File: config.mk
export PLATFORM = sky130hd
export DESIGN_NAME = fah_host_port
export DESIGN_NICKNAME = d
export VERILOG_FILES = /design/src/fah_pkg.sv /design/src/fah_end_timer.sv /design/src/fah_host_port.sv
export VERILOG_INCLUDE_DIRS = /design/src
export SDC_FILE = /design/constraint.sdc
export NUM_CORES = 1
export LEC_CHECK = 0
export ABC_AREA = 1
export ABC_CLOCK_PERIOD_IN_PS = 4900
export BUFFER_PORTS_ARGS = -buffer_cell sky130_fd_sc_hd__buf_2
export CORE_MARGIN = 3
export CORE_UTILIZATION = 57
export CTS_CLUSTER_SIZE = 30
export DETAILED_ROUTE_END_ITERATION = 10
export GPL_TIMING_DRIVEN = 0
export PLACE_DENSITY_LB_ADDON = 0.1
export SLEW_MARGIN = 30
export SYNTH_ARGS = -nofsm -noshare
export SYNTH_HDL_FRONTEND = slang
export SYNTH_SLANG_ARGS = --single-unit
File: constraint.sdc
create_clock -name i_clk_sys -period 4.9 [get_ports i_clk_sys]
set_input_delay 0.49 -clock i_clk_sys [delete_from_list [all_inputs] [get_ports i_clk_sys]]
set_output_delay 0.49 -clock i_clk_sys [all_outputs]
set_load 0.02 [all_outputs]
File: src/fah_params.svh
// register numbers, reset values and timing counts for the file adapter host port
// assumes a 20 MHz system clock; included by the package and by the design modules
`ifndef FAH_PARAMS_SVH
`define FAH_PARAMS_SVH

// extended register numbers answered by the adapter
`define FAH_REG_LOW          5'h10
`define FAH_REG_HIGH         5'h1F
`define FAH_REG_DRIVE_SEL    5'h10
`define FAH_REG_COMMAND      5'h11
`define FAH_REG_HW_STATUS    5'h12
`define FAH_REG_ATTN_STATUS  5'h13
`define FAH_REG_WRITE_DATA   5'h14
`define FAH_REG_CMD_SECOND   5'h15
`define FAH_REG_CYL_STATUS   5'h17

// reset values
`define FAH_DRIVE_DEFAULT    16'h0000
`define FAH_WORD_ZERO        16'h0000
`define FAH_DBC_PRESET       16'hFA08

// timing, figures in ns and derived cycle counts
`define FAH_CLK_NS           50
`define FAH_END_DELAY_NS     1000
`define FAH_END_WIDTH_NS     3000
`define FAH_END_DELAY_CYC    ((`FAH_END_DELAY_NS + `FAH_CLK_NS - 1) / `FAH_CLK_NS)
`define FAH_END_WIDTH_CYC    ((`FAH_END_WIDTH_NS + `FAH_CLK_NS - 1) / `FAH_CLK_NS)

`endif

File: src/fah_pkg.sv
// types shared by the file adapter host port modules
// assumes fah_params.svh is on the include path
`include "fah_params.svh"

package fah_pkg;

  // read/write control, one-hot
  typedef enum logic [2:0]
  {
    FAH_RW_IDLE   = 3'b001,
    FAH_RW_SECOND = 3'b010,
    FAH_RW_ACTIVE = 3'b100
  } fah_rw_state_t;

  // control-store load control, one-hot
  typedef enum logic [2:0]
  {
    FAH_LD_IDLE = 3'b001,
    FAH_LD_RUN  = 3'b010,
    FAH_LD_END  = 3'b100
  } fah_ld_state_t;

  // status words offered by the drive side
  typedef struct packed
  {
    logic [15:0] hw_status;
    logic [15:0] attn_status;
    logic [15:0] cyl_status;
    logic [15:0] read_data;
  } fah_status_t;

  // command held for the drive side
  typedef struct packed
  {
    logic [15:0] first;
    logic [15:0] second;
  } fah_cmd_t;

endpackage

File: src/fah_end_timer.sv
// end-out pulse former: waits a delay after the trigger, then holds high
// for at least the width and until the release input falls
`timescale 1ns/1ns
`include "fah_params.svh"

module fah_end_timer
  import fah_pkg::*;
#(
  parameter int DELAY_CYC = `FAH_END_DELAY_CYC,
  parameter int WIDTH_CYC = `FAH_END_WIDTH_CYC
)
(
  input  wire logic i_clk_sys,  // system clock
  input  wire logic i_reset,    // sync reset, active high
  input  wire logic i_clear,    // master clear, drops the pulse
  input  wire logic i_trigger,  // one-cycle start pulse
  input  wire logic i_hold,     // keeps the pulse up after the width
  output logic      o_pulse     // registered end pulse
);

  logic [7:0] count;
  logic       waiting;

  // one counter serves both the delay and the width
  always_ff @(posedge i_clk_sys)
  begin
    if (i_reset || i_clear)
    begin
      count   <= 8'h00;
      waiting <= 1'b0;
      o_pulse <= 1'b0;
    end
    else if (i_trigger && !waiting && !o_pulse)
    begin
      waiting <= 1'b1;
      count   <= 8'(DELAY_CYC - 1);
    end
    else if (waiting)
    begin
      if (count == 8'h00)
      begin
        waiting <= 1'b0;
        o_pulse <= 1'b1;
        count   <= 8'(WIDTH_CYC - 1);
      end
      else
      begin
        count <= count - 8'h01;
      end
    end
    else if (o_pulse)
    begin
      if (count != 8'h00)
        count <= count - 8'h01;
      else if (!i_hold)
        o_pulse <= 1'b0;  // least width met and host let go
    end
  end

endmodule

File: src/fah_host_port.sv
// file adapter host port: extended register decode, read/write and
// control-store load control facing the shared-resources processor
// assumes all host pins are asynchronous to i_clk_sys and stable while a strobe is high
`timescale 1ns/1ns
`include "fah_params.svh"

module fah_host_port
  import fah_pkg::*;
(
  input  wire logic        i_clk_sys,             // system clock, 20 MHz
  input  wire logic        i_reset,               // sync reset, active high
  input  wire logic [4:0]  i_ext_reg_number,      // register number from host
  input  wire logic [15:0] i_ext_reg_out,         // word from host, bit 00 = [15]
  input  wire logic        i_ext_reg_write_strobe, // host store strobe
  input  wire logic        i_ext_reg_read_strobe, // host load strobe
  input  wire logic        i_io_master_clear,     // I/O master clear level
  input  wire logic        i_disc_source_select,  // disc source level
  input  wire logic        i_maintenance_indicator, // maintenance mode level
  input  wire logic        i_deadstart_initiate,  // start control-store load
  input  wire logic        i_cs_next_to_last,     // next-to-last load word moved
  input  wire logic        i_system_reset_press,  // system reset button level
  input  wire logic        i_load_error,          // status error during load
  input  fah_status_t      i_status,              // words from drive side
  output logic [15:0]      o_ext_reg_in,          // word to host
  output logic [15:0]      o_drive_select,        // selected drive word
  output fah_cmd_t         o_command,             // held command words
  output logic             o_command_start,       // pulse: command complete
  output logic [15:0]      o_write_data,          // last write data word
  output logic             o_write_valid,         // pulse: write data taken
  output logic             o_read_taken,          // pulse: read data consumed
  output logic             o_status_request,      // pulse: hw status asked
  output logic             o_attn_request,        // pulse: attention asked
  output logic             o_cyl_request,         // pulse: cylinder asked
  output logic [15:0]      o_data_byte_counter,   // words left in transfer
  output logic             o_rw_busy,             // read/write active
  output logic             o_load_active,         // control-store load running
  output logic             o_load_end_out,        // end-out to host
  output logic             o_deadstart_restart_request, // restart to host
  output logic             o_maint_mode,          // maintenance mode flag
  output logic             o_disc_source          // disc source flag
);

  ////////////////////////////////////////////////////////////////////////////
  // pin synchronisers

  localparam int SW = 5 + 16 + 8;

  logic [SW-1:0] sync_a;
  logic [SW-1:0] sync_b;
  logic          wr_prev;
  logic          rd_prev;
  logic          doa_prev;

  // two flops on every host pin; only sync_b feeds logic
  always_ff @(posedge i_clk_sys)
  begin
    if (i_reset)
    begin
      sync_a <= '0;
      sync_b <= '0;
    end
    else
    begin
      sync_a <= {i_ext_reg_number, i_ext_reg_out, i_ext_reg_write_strobe,
                 i_ext_reg_read_strobe, i_io_master_clear, i_disc_source_select,
                 i_maintenance_indicator, i_deadstart_initiate, i_cs_next_to_last,
                 i_system_reset_press};
      sync_b <= sync_a;
    end
  end

  logic [4:0]  reg_num;
  logic [15:0] reg_word;
  logic        wr_lvl;
  logic        rd_lvl;
  logic        mclr;
  logic        doa_lvl;
  logic        ntl_lvl;
  logic        sysrst_lvl;

  assign reg_num    = sync_b[28:24];
  assign reg_word   = sync_b[23:8];
  assign wr_lvl     = sync_b[7];
  assign rd_lvl     = sync_b[6];
  assign mclr       = sync_b[5];
  assign doa_lvl    = sync_b[2];
  assign ntl_lvl    = sync_b[1];
  assign sysrst_lvl = sync_b[0];

  // edge history of the synchronised strobes
  always_ff @(posedge i_clk_sys)
  begin
    if (i_reset)
    begin
      wr_prev  <= 1'b0;
      rd_prev  <= 1'b0;
      doa_prev <= 1'b0;
    end
    else
    begin
      wr_prev  <= wr_lvl;
      rd_prev  <= rd_lvl;
      doa_prev <= doa_lvl;
    end
  end

  ////////////////////////////////////////////////////////////////////////////
  // decode

  function automatic logic in_range(input logic [4:0] num);
    in_range = (num >= `FAH_REG_LOW) && (num <= `FAH_REG_HIGH);
  endfunction

  logic wr_go;
  logic rd_go;
  logic clr;

  assign clr   = i_reset || mclr;
  assign wr_go = wr_lvl && !wr_prev && in_range(reg_num);
  assign rd_go = rd_lvl && !rd_prev && in_range(reg_num);

  ////////////////////////////////////////////////////////////////////////////
  // write side: selection, command words, request pulses

  fah_rw_state_t rw_state;
  logic [15:0]   attn_latch;
  logic [15:0]   cyl_latch;

  // selection and command words; other numbers leave all of this alone
  always_ff @(posedge i_clk_sys)
  begin
    if (clr)
    begin
      o_drive_select <= `FAH_DRIVE_DEFAULT;
      o_command      <= '0;
      o_write_data   <= `FAH_WORD_ZERO;
    end
    else if (wr_go)
    begin
      if (reg_num == `FAH_REG_DRIVE_SEL)
        o_drive_select <= reg_word;
      else if (reg_num == `FAH_REG_COMMAND)
        o_command.first <= reg_word;
      else if (reg_num == `FAH_REG_CMD_SECOND && rw_state == FAH_RW_SECOND)
        o_command.second <= reg_word;
      else if (reg_num == `FAH_REG_WRITE_DATA)
        o_write_data <= reg_word;
    end
  end

  // one-cycle request pulses toward the drive side
  always_ff @(posedge i_clk_sys)
  begin
    if (clr)
    begin
      o_status_request <= 1'b0;
      o_attn_request   <= 1'b0;
      o_cyl_request    <= 1'b0;
      o_write_valid    <= 1'b0;
    end
    else
    begin
      o_status_request <= wr_go && (reg_num == `FAH_REG_HW_STATUS);
      o_attn_request   <= wr_go && (reg_num == `FAH_REG_ATTN_STATUS);
      o_cyl_request    <= wr_go && (reg_num == `FAH_REG_CYL_STATUS);
      o_write_valid    <= wr_go && (reg_num == `FAH_REG_WRITE_DATA);
    end
  end

  // status snapshots taken when the host asks, so a later read is stable
  always_ff @(posedge i_clk_sys)
  begin
    if (clr)
    begin
      attn_latch <= `FAH_WORD_ZERO;
      cyl_latch  <= `FAH_WORD_ZERO;
    end
    else if (wr_go && reg_num == `FAH_REG_ATTN_STATUS)
      attn_latch <= i_status.attn_status;
    else if (wr_go && reg_num == `FAH_REG_CYL_STATUS)
      cyl_latch <= i_status.cyl_status;
  end

  ////////////////////////////////////////////////////////////////////////////
  // read side: one register toward the host

  // every word leaves through this single register
  always_ff @(posedge i_clk_sys)
  begin
    if (clr)
    begin
      o_ext_reg_in <= `FAH_WORD_ZERO;
      o_read_taken <= 1'b0;
    end
    else
    begin
      o_read_taken <= 1'b0;
      if (rd_go)
      begin
        if (reg_num == `FAH_REG_HW_STATUS)
          o_ext_reg_in <= i_status.hw_status;
        else if (reg_num == `FAH_REG_ATTN_STATUS)
          o_ext_reg_in <= attn_latch;
        else if (reg_num == `FAH_REG_CYL_STATUS)
          o_ext_reg_in <= cyl_latch;
        else
        begin
          o_ext_reg_in <= i_status.read_data;
          o_read_taken <= 1'b1;
        end
      end
    end
  end

  ////////////////////////////////////////////////////////////////////////////
  // read/write control and byte counter

  logic data_move;

  assign data_move = (rw_state == FAH_RW_ACTIVE) &&
                     ((wr_go && reg_num == `FAH_REG_WRITE_DATA) ||
                      (rd_go && reg_num != `FAH_REG_HW_STATUS &&
                       reg_num != `FAH_REG_ATTN_STATUS && reg_num != `FAH_REG_CYL_STATUS));

  // a command waits for its second word before the transfer starts
  always_ff @(posedge i_clk_sys)
  begin
    if (clr)
    begin
      rw_state        <= FAH_RW_IDLE;
      o_command_start <= 1'b0;
    end
    else
    begin
      o_command_start <= 1'b0;
      case (rw_state)
        FAH_RW_IDLE:
          if (wr_go && reg_num == `FAH_REG_COMMAND)
            rw_state <= FAH_RW_SECOND;
        FAH_RW_SECOND:
          if (wr_go && reg_num == `FAH_REG_CMD_SECOND)
          begin
            rw_state        <= FAH_RW_ACTIVE;
            o_command_start <= 1'b1;
          end
        FAH_RW_ACTIVE:
          if (data_move && o_data_byte_counter == 16'h0001)
            rw_state <= FAH_RW_IDLE;
        default:
          rw_state <= FAH_RW_IDLE;
      endcase
    end
  end

  // counts words left; loads the preset only on reset or master clear and holds its count between transfers
  always_ff @(posedge i_clk_sys)
  begin
    if (clr)
      o_data_byte_counter <= `FAH_DBC_PRESET;
    else if (data_move)
      o_data_byte_counter <= o_data_byte_counter - 16'h0001;
  end

  // busy while a command waits for its second word or moves words
  always_ff @(posedge i_clk_sys)
  begin
    if (clr)
      o_rw_busy <= 1'b0;
    else
      o_rw_busy <= (rw_state != FAH_RW_IDLE);
  end

  ////////////////////////////////////////////////////////////////////////////
  // control-store load control

  fah_ld_state_t ld_state;
  logic          end_trigger;
  logic          end_pulse;
  logic          ntl_prev;
  logic          err_sync_a;
  logic          err_sync_b;

  // load error pin gets its own synchroniser
  always_ff @(posedge i_clk_sys)
  begin
    if (i_reset)
    begin
      err_sync_a <= 1'b0;
      err_sync_b <= 1'b0;
      ntl_prev   <= 1'b0;
    end
    else
    begin
      err_sync_a <= i_load_error;
      err_sync_b <= err_sync_a;
      ntl_prev   <= ntl_lvl;
    end
  end

  assign end_trigger = (ld_state == FAH_LD_RUN) &&
                       ((ntl_lvl && !ntl_prev) || sysrst_lvl);

  // load runs from deadstart initiate until end-out has been answered
  always_ff @(posedge i_clk_sys)
  begin
    if (clr)
      ld_state <= FAH_LD_IDLE;
    else
    begin
      case (ld_state)
        FAH_LD_IDLE:
          if (doa_lvl && !doa_prev)
            ld_state <= FAH_LD_RUN;
        FAH_LD_RUN:
          if (end_trigger)
            ld_state <= FAH_LD_END;
        FAH_LD_END:
          if (!end_pulse && !doa_lvl)
            ld_state <= FAH_LD_IDLE;
        default:
          ld_state <= FAH_LD_IDLE;
      endcase
    end
  end

  // end-out held for its width, and on until the host drops initiate
  fah_end_timer u_end_timer
  (
    .i_clk_sys (i_clk_sys),
    .i_reset   (i_reset),
    .i_clear   (mclr),
    .i_trigger (end_trigger),
    .i_hold    (doa_lvl),
    .o_pulse   (end_pulse)
  );

  // host-facing flags; restart follows the load error level only in FAH_LD_RUN, up to end_trigger, at least one 50 ns cycle to meet its least width
  always_ff @(posedge i_clk_sys)
  begin
    if (clr)
    begin
      o_load_active               <= 1'b0;
      o_load_end_out              <= 1'b0;
      o_deadstart_restart_request <= 1'b0;
      o_maint_mode                <= 1'b0;
      o_disc_source               <= 1'b0;
    end
    else
    begin
      o_load_active               <= (ld_state != FAH_LD_IDLE);
      o_load_end_out              <= end_pulse;
      o_deadstart_restart_request <= err_sync_b && (ld_state == FAH_LD_RUN);
      o_maint_mode                <= sync_b[3];
      o_disc_source               <= sync_b[4];
    end
  end

endmodule

; ---- After elaboration in Yosys (flattened, before gate mapping)
; Index checks and enable logic that the tools add are counted.
[totals]
out_inout_bits = 108
reg_bits = 220
[op_classes]
magnitude_cmp = 2
n_bitwise = 7
n_mux = 26
eq_ne = 26
addsub = 2
n_reduce_logical = 53
[op_table]
columns = cell, n
row1 = $mux 16, 3
row2 = $eq 5x5->1 const B, 7
row3 = $mux 8, 4
row4 = $logic_and 1x1->1, 24
row5 = $mux 3, 6
row6 = $pmux 3 s3, 2
row7 = $eq 16x1->1 const B, 1
row8 = $sub 16x1->16 const B, 1
row9 = $ne 5x5->1 const B, 3
row10 = $mux 1, 10
row11 = $reduce_and 2->1, 5
row12 = $reduce_and 3->1, 3
row13 = $logic_not 8->1, 1
row14 = $ne 2x2->1 const B, 4
row15 = $reduce_bool 8->1, 1
row16 = $sub 8x1->8 const B, 1
row17 = $logic_not 1->1, 7
row18 = $not 1->1, 7
row19 = $eq 3x1->1 const B, 2
row20 = $eq 3x2->1 const B, 2
row21 = $eq 3x3->1 const B, 2
row22 = $ne 2x1->1 const B, 3
row23 = $ne 3x1->1 const B, 2
row24 = $reduce_bool 3->1, 2
row25 = 9 further kinds, 13

; ---- Longest topological paths before layout
[logic_depth]
word_depth = 11
ltp_mapped = 11
ltp_nobuf = 11

; ---- Cells and area by module
; From an unflattened synthesis, not the netlist that was laid out.
[unflattened]
cells_unflattened = 1087
area_unflattened_um2 = 8376.8
[by_module_without_submodules]
columns = mod, n_inst, area_per_inst_um2, cells_each, seq_area_each_um2
row1 = fah_host_port, 1, 7743.7, 986, 4204.0
row2 = fah_end_timer, 1, 633.1, 101, 200.2

; ---- Worst setup path before layout
; Ideal clock, no wire load.
[synth_path]
kind = register to register
startpoint = register u_end_timer.count[0]
endpoint = register u_end_timer.count[1]
setup_ns = 0.132
t_arrival_ns = 1.461
n_path_buf = 0
required_time_ns = 4.768
path_slack_ns = 3.307
period_less_slack_ns = 1.593
path_stages_with_launch = 10
path_cell_list = dfxtp_1 -> inv_1 -> ha_1 -> inv_1 -> nor3_1 -> nand2_1 -> a21oi_4 -> inv_2 -> o21ai_0 -> a21oi_1
[synth_between]
elab_chain_len = 5
[synth_rtl]
columns = item, line
row1 = from (decl), fah_end_timer.sv:21  ; logic [7:0] count;
row2 = from (signal assigned), fah_end_timer.sv:36  ; count <= 8'(DELAY_CYC - 1);
row3 = from (signal assigned), fah_end_timer.sv:44  ; count <= 8'(WIDTH_CYC - 1);
row4 = from (signal assigned), fah_end_timer.sv:48  ; count <= count - 8'h01;
row5 = $sub 8x1->8, "fah_end_timer.sv:48, fah_end_timer.sv:54"
row6 = $mux 8, fah_end_timer.sv:53  ; if (count != 8'h00)
row7 = $mux 8, fah_end_timer.sv:51  ; else if (o_pulse)
row8 = $mux 8, fah_end_timer.sv:38  ; else if (waiting)
row9 = $mux 5, fah_end_timer.sv:33  ; else if (i_trigger && !waiting && !o_pulse)
; Parallel ways exist; a longest one is shown, timed or not. The select of a mux whose other input is x is not followed.
; A chain may end at the register's enable or synchronous reset.

; ---- Worst setup path in the final report
[layout_path]
startpoint = register sync_b[5]
endpoint = register o_status_request
[layout_between]
elab_chain_len = 1
[layout_rtl]
columns = item, line
row1 = from (decl), fah_host_port.sv:49  ; logic [SW-1:0] sync_b;
row2 = from (signal assigned), fah_host_port.sv:68  ; sync_b <= sync_a;
row3 = $logic_or 1x1->1, fah_host_port.sv:118  ; assign clr = i_reset || mclr;
row4 = to (signal assigned), fah_host_port.sv:163  ; o_status_request <= wr_go && (reg_num == `FAH_REG_HW_STATUS);
row5 = to (decl), fah_host_port.sv:31  ; output logic o_status_request,
; No other way between the ends.

==> summary.md <==
## Run status
• **run status** complete, no violations

## Cells and area
• **Final Instance Count excl. Fillers** 1491
• **layout overhead on the synthesized area** 24.00%
• **share of cells above drive strength 1** 0.2137
• **Final Cell Area** 10330 µm²
• **count of nets after finishing** 1394

## Clock network
• **number of clock sinks seen by CTS** 220
• **insertion delay of the later-clocked pin in the worst-skew pair** 500 ps
• **total clock buffers created by CTS** 22
• **post_cts resized** 0
• **CTS H-tree lvls** 1
• **number of setup buffers added after CTS** 0
• **CTS Buffer Depth** 3
• **cts hold-fix bufs** 0
• **clock-pin slew on the worst setup and hold paths** 60 ps
• **clk root buf** sky130_fd_sc_hd__clkbuf_16
• **CTS tree** done

## STA
• **clock period minus worst slack** 1935 ps
• **Slew Limit Fails** 0
• **Max Clock Freq** 516.7 MHz
• **setup repair after global routing missed its margin** no
• **Final Skew** 8.018 ps
• **tightest slew margin relative to the limit** 0.4208
• **Final period util** 0.3950
• **# setup viols final** 0
• **Setup Total Neg Slack** 0 ps
• **final number of hold-violating endpoints** 0
• **slew at the pin closest to its max-slew limit** 868.7 ps

## Pwr
• **worst voltage drop across the vdd grid** 0.0003224 V
• **sw frac** 0.2194
• **cell internal power dissipation** 2.955 mW
• **share of total power in sequential cells** 0.486
• **Pwr Density** 366.5 nW/µm²
• **Clk pwr share** 0.460
• **total net switching power** 830.6 µW
• **power after layout** 3.786 mW
• **static leakage power** 4.773 nW
• **fraction of power consumed by combinational cells** 0.054

## Worst setup path
• **CP Capture Type** flip-flop
• **Register-to-Register Setup Slack** 2960 ps
• **Worst EP required** 5340 ps
• **kind of start point of the critical path** flip-flop
• **maximum net fanout on the critical path** 10
• **critical path start-end classification** reg -> reg
• **Crit path arrival time** 2370 ps

## Placement
• **count of buffers inserted at the top-level ports** 203
• **GPL Wtd Cong** 0.8816
• **DP Wirelength** 15680 µm
• **number of placed instances, taps included** 1450
• **instance area at placement** 9573 µm²

## Global route
• **initial antenna violation count** 1
• **overflow left after global routing** 0
• **first-pass GRT wire length** 33180 µm
• **overall track demand over capacity in global routing** 0.2503
• **maximum number of pins on one net before global-route repair** 15
• **number of global-route vias before repair** 6879

## Synth
• **number of synthesized flops with an enable pin** 0
• **number of library cell types mapped by synthesis** 37
• **Synth warnings** 0
• **Async SR Flop Fraction** 0
• **Mapped Cells** 1067
• **mean post-synth cell area** 7.809 µm²
• **flops & latches, synth** 220
• **netlist area before placement** 8332 µm²
• **Primary FF master, synth** sky130_fd_sc_hd__dfxtp_1
• **Syn Nets** 1167
• **Seq/Total Area, Yosys** 0.5286

## Job
• **count of maximum capacitance violations** 0

## Die
• **Vert. Die Dim** 126.9 µm
• **starting density of the core** 0.5911
• **area of the die** 16100 µm²
• **die width** 126.9 µm
• **Core Region** 14100 µm²
• **IO Count** 204
• **row count** 43

## Routing
• **drt first pass iters** 5
• **remaining antenna violation count** 0
• **vias after detailed routing** 7534
• **routed len/inst** 14.17 µm
• **sum of routed wire length over all layers** 21130 µm
• **number of DRC violations after detailed-routing iteration 0** 445
• **ratio of routed vias to standard cells** 5.053
• **DRC violations left** 0

## Hold path
• **Hold Path Class** in -> reg

==> Yosys cell counts (3+ instances only) <==
cell type,instances,area (µm²)
sky130_fd_sc_hd__o21ai_0,103,515.5
sky130_fd_sc_hd__o21ai_1,5,25.02
sky130_fd_sc_hd__o211ai_1,4,30.03
sky130_fd_sc_hd__a211oi_1,17,127.6
sky130_fd_sc_hd__buf_2,14,70.07
sky130_fd_sc_hd__xnor2_1,3,26.28
sky130_fd_sc_hd__nand2_2,5,31.28
sky130_fd_sc_hd__inv_1,153,574.3
sky130_fd_sc_hd__nor3_1,5,25.02
sky130_fd_sc_hd__inv_2,7,26.28
sky130_fd_sc_hd__nor2_1,134,503.0
sky130_fd_sc_hd__a21oi_1,130,650.6
sky130_fd_sc_hd__nor2_2,3,18.77
sky130_fd_sc_hd__nand2_1,136,510.5
sky130_fd_sc_hd__nand3_1,48,240.2
sky130_fd_sc_hd__xor2_1,11,96.34
sky130_fd_sc_hd__clkbuf_1,35,131.4
sky130_fd_sc_hd__dfxtp_1,220,4404
sky130_fd_sc_hd__ha_1,4,50.05
sky130_fd_sc_hd__nand4_1,7,43.79
==> layer usage <==
metal / part of all wire / GRT usage / wire [µm] / vias to the layer above
li1: - / - / - / 3865
met1: 0.44 / 0.3377 / 9262 / 3324
met2: 0.44 / 0.3910 / 9360 / 276
met3: 0.074 / 0.04253 / 1572 / 69
met4: 0.044 / 0.1218 / 936 / 0
met5: 0 / 0 / 0 / -
==> registers in the layout (all words and copies together), names as in the netlist, 3 cells and up <==
| name | cells |
|---|---|
| u_end_timer.count | 8 |
| o_data_byte_counter | 16 |
| sync_a | 29 |
| o_command | 32 |
| attn_latch | 16 |
| o_ext_reg_in | 16 |
| sync_b | 29 |
| rw_state | 3 |
| cyl_latch | 16 |
| o_write_data | 16 |
| ld_state | 3 |
| o_drive_select | 16 |
==> area by class of cell <==
type	count	area (µm²)
clock inverters	13	176.4
plain buffers	54	235.2
clock buffers	27	579.3
flip-flops and latches	220	4404
well taps	180	225.2
inverters	160	600.6
fillers	1149	3765
multi-input cells	633	3092
repair buffers	203	1016
diodes	1	2.502
==> stage by stage <==
step                utilization  setup slack, ps  hold WS, ps
detailed placement       0.6791             2712        392.2
CTS                      0.7327             2990        170.0
finish                   0.7329             2965        181.3
global placement         0.6791             2719        389.8
floorplan                     -             3307        388.3
global route             0.7329             2774        179.1
==> worst max-delay path: stages, from the launching register on <==
cell and delay, ps:
sky130_fd_sc_hd__dfxtp_1 300, sky130_fd_sc_hd__nor2_1 300, sky130_fd_sc_hd__clkbuf_1 430, sky130_fd_sc_hd__clkbuf_1 420, sky130_fd_sc_hd__nand2_1 260, sky130_fd_sc_hd__nor2_1 150
==> placed cells by master, fill, tap and decap left out, types with 3 or more instances in the layout <==
cell type and n:
sky130_fd_sc_hd__buf_2 217, sky130_fd_sc_hd__ha_1 4, sky130_fd_sc_hd__xnor2_1 3, sky130_fd_sc_hd__o21ai_0 103, sky130_fd_sc_hd__o211ai_1 4, sky130_fd_sc_hd__dfxtp_1 220, sky130_fd_sc_hd__inv_2 7, sky130_fd_sc_hd__nand2_2 5
sky130_fd_sc_hd__nor2_1 134, sky130_fd_sc_hd__nand2_1 136, sky130_fd_sc_hd__xor2_1 11, sky130_fd_sc_hd__inv_1 153, sky130_fd_sc_hd__bufinv_16 4, sky130_fd_sc_hd__o21ai_1 5, sky130_fd_sc_hd__nand3_1 48, sky130_fd_sc_hd__clkbuf_16 22
sky130_fd_sc_hd__clkinv_2 8, sky130_fd_sc_hd__nand4_1 7, sky130_fd_sc_hd__nor2_2 3, sky130_fd_sc_hd__clkbuf_1 39, sky130_fd_sc_hd__nor3_1 5, sky130_fd_sc_hd__a211oi_1 17, sky130_fd_sc_hd__a21oi_1 130
==> power by group through the flow <==
stage / clock, mW / combinational (mW) / sequential [mW]
2_1_floorplan: 0 / 0.116 / 1.88
3_3_place_gp: 0 / 0.199 / 1.88
3_5_place_dp: 0 / 0.202 / 1.88
4_1_cts: 1.76 / 0.205 / 1.84
5_1_grt: 1.83 / 0.233 / 1.84
6_report: 1.74 / 0.206 / 1.84
==> cells by family after synthesis <==
family | count (synthesis) | share of synthesized area
xor+xnor | 14 | 0.01472
simple gates | 345 | 0.1750
flops | 220 | 0.5286
compound gates | 270 | 0.1754
fa+ha+maj | 4 | 0.006007
buf+inv | 214 | 0.1003
==> path summary, 6_finish.rpt <==
check / from / endpoint / depth (start not counted)
worst max-delay path: sync_b[5] / o_status_request / 5
worst min register to register: sync_a[4] / sync_b[4] / 2
worst min-delay path: i_ext_reg_out[5] / sync_a[13] / 3
worst max register to register: sync_b[5] / o_status_request / 5
Power figures use the tool's default switching activity.
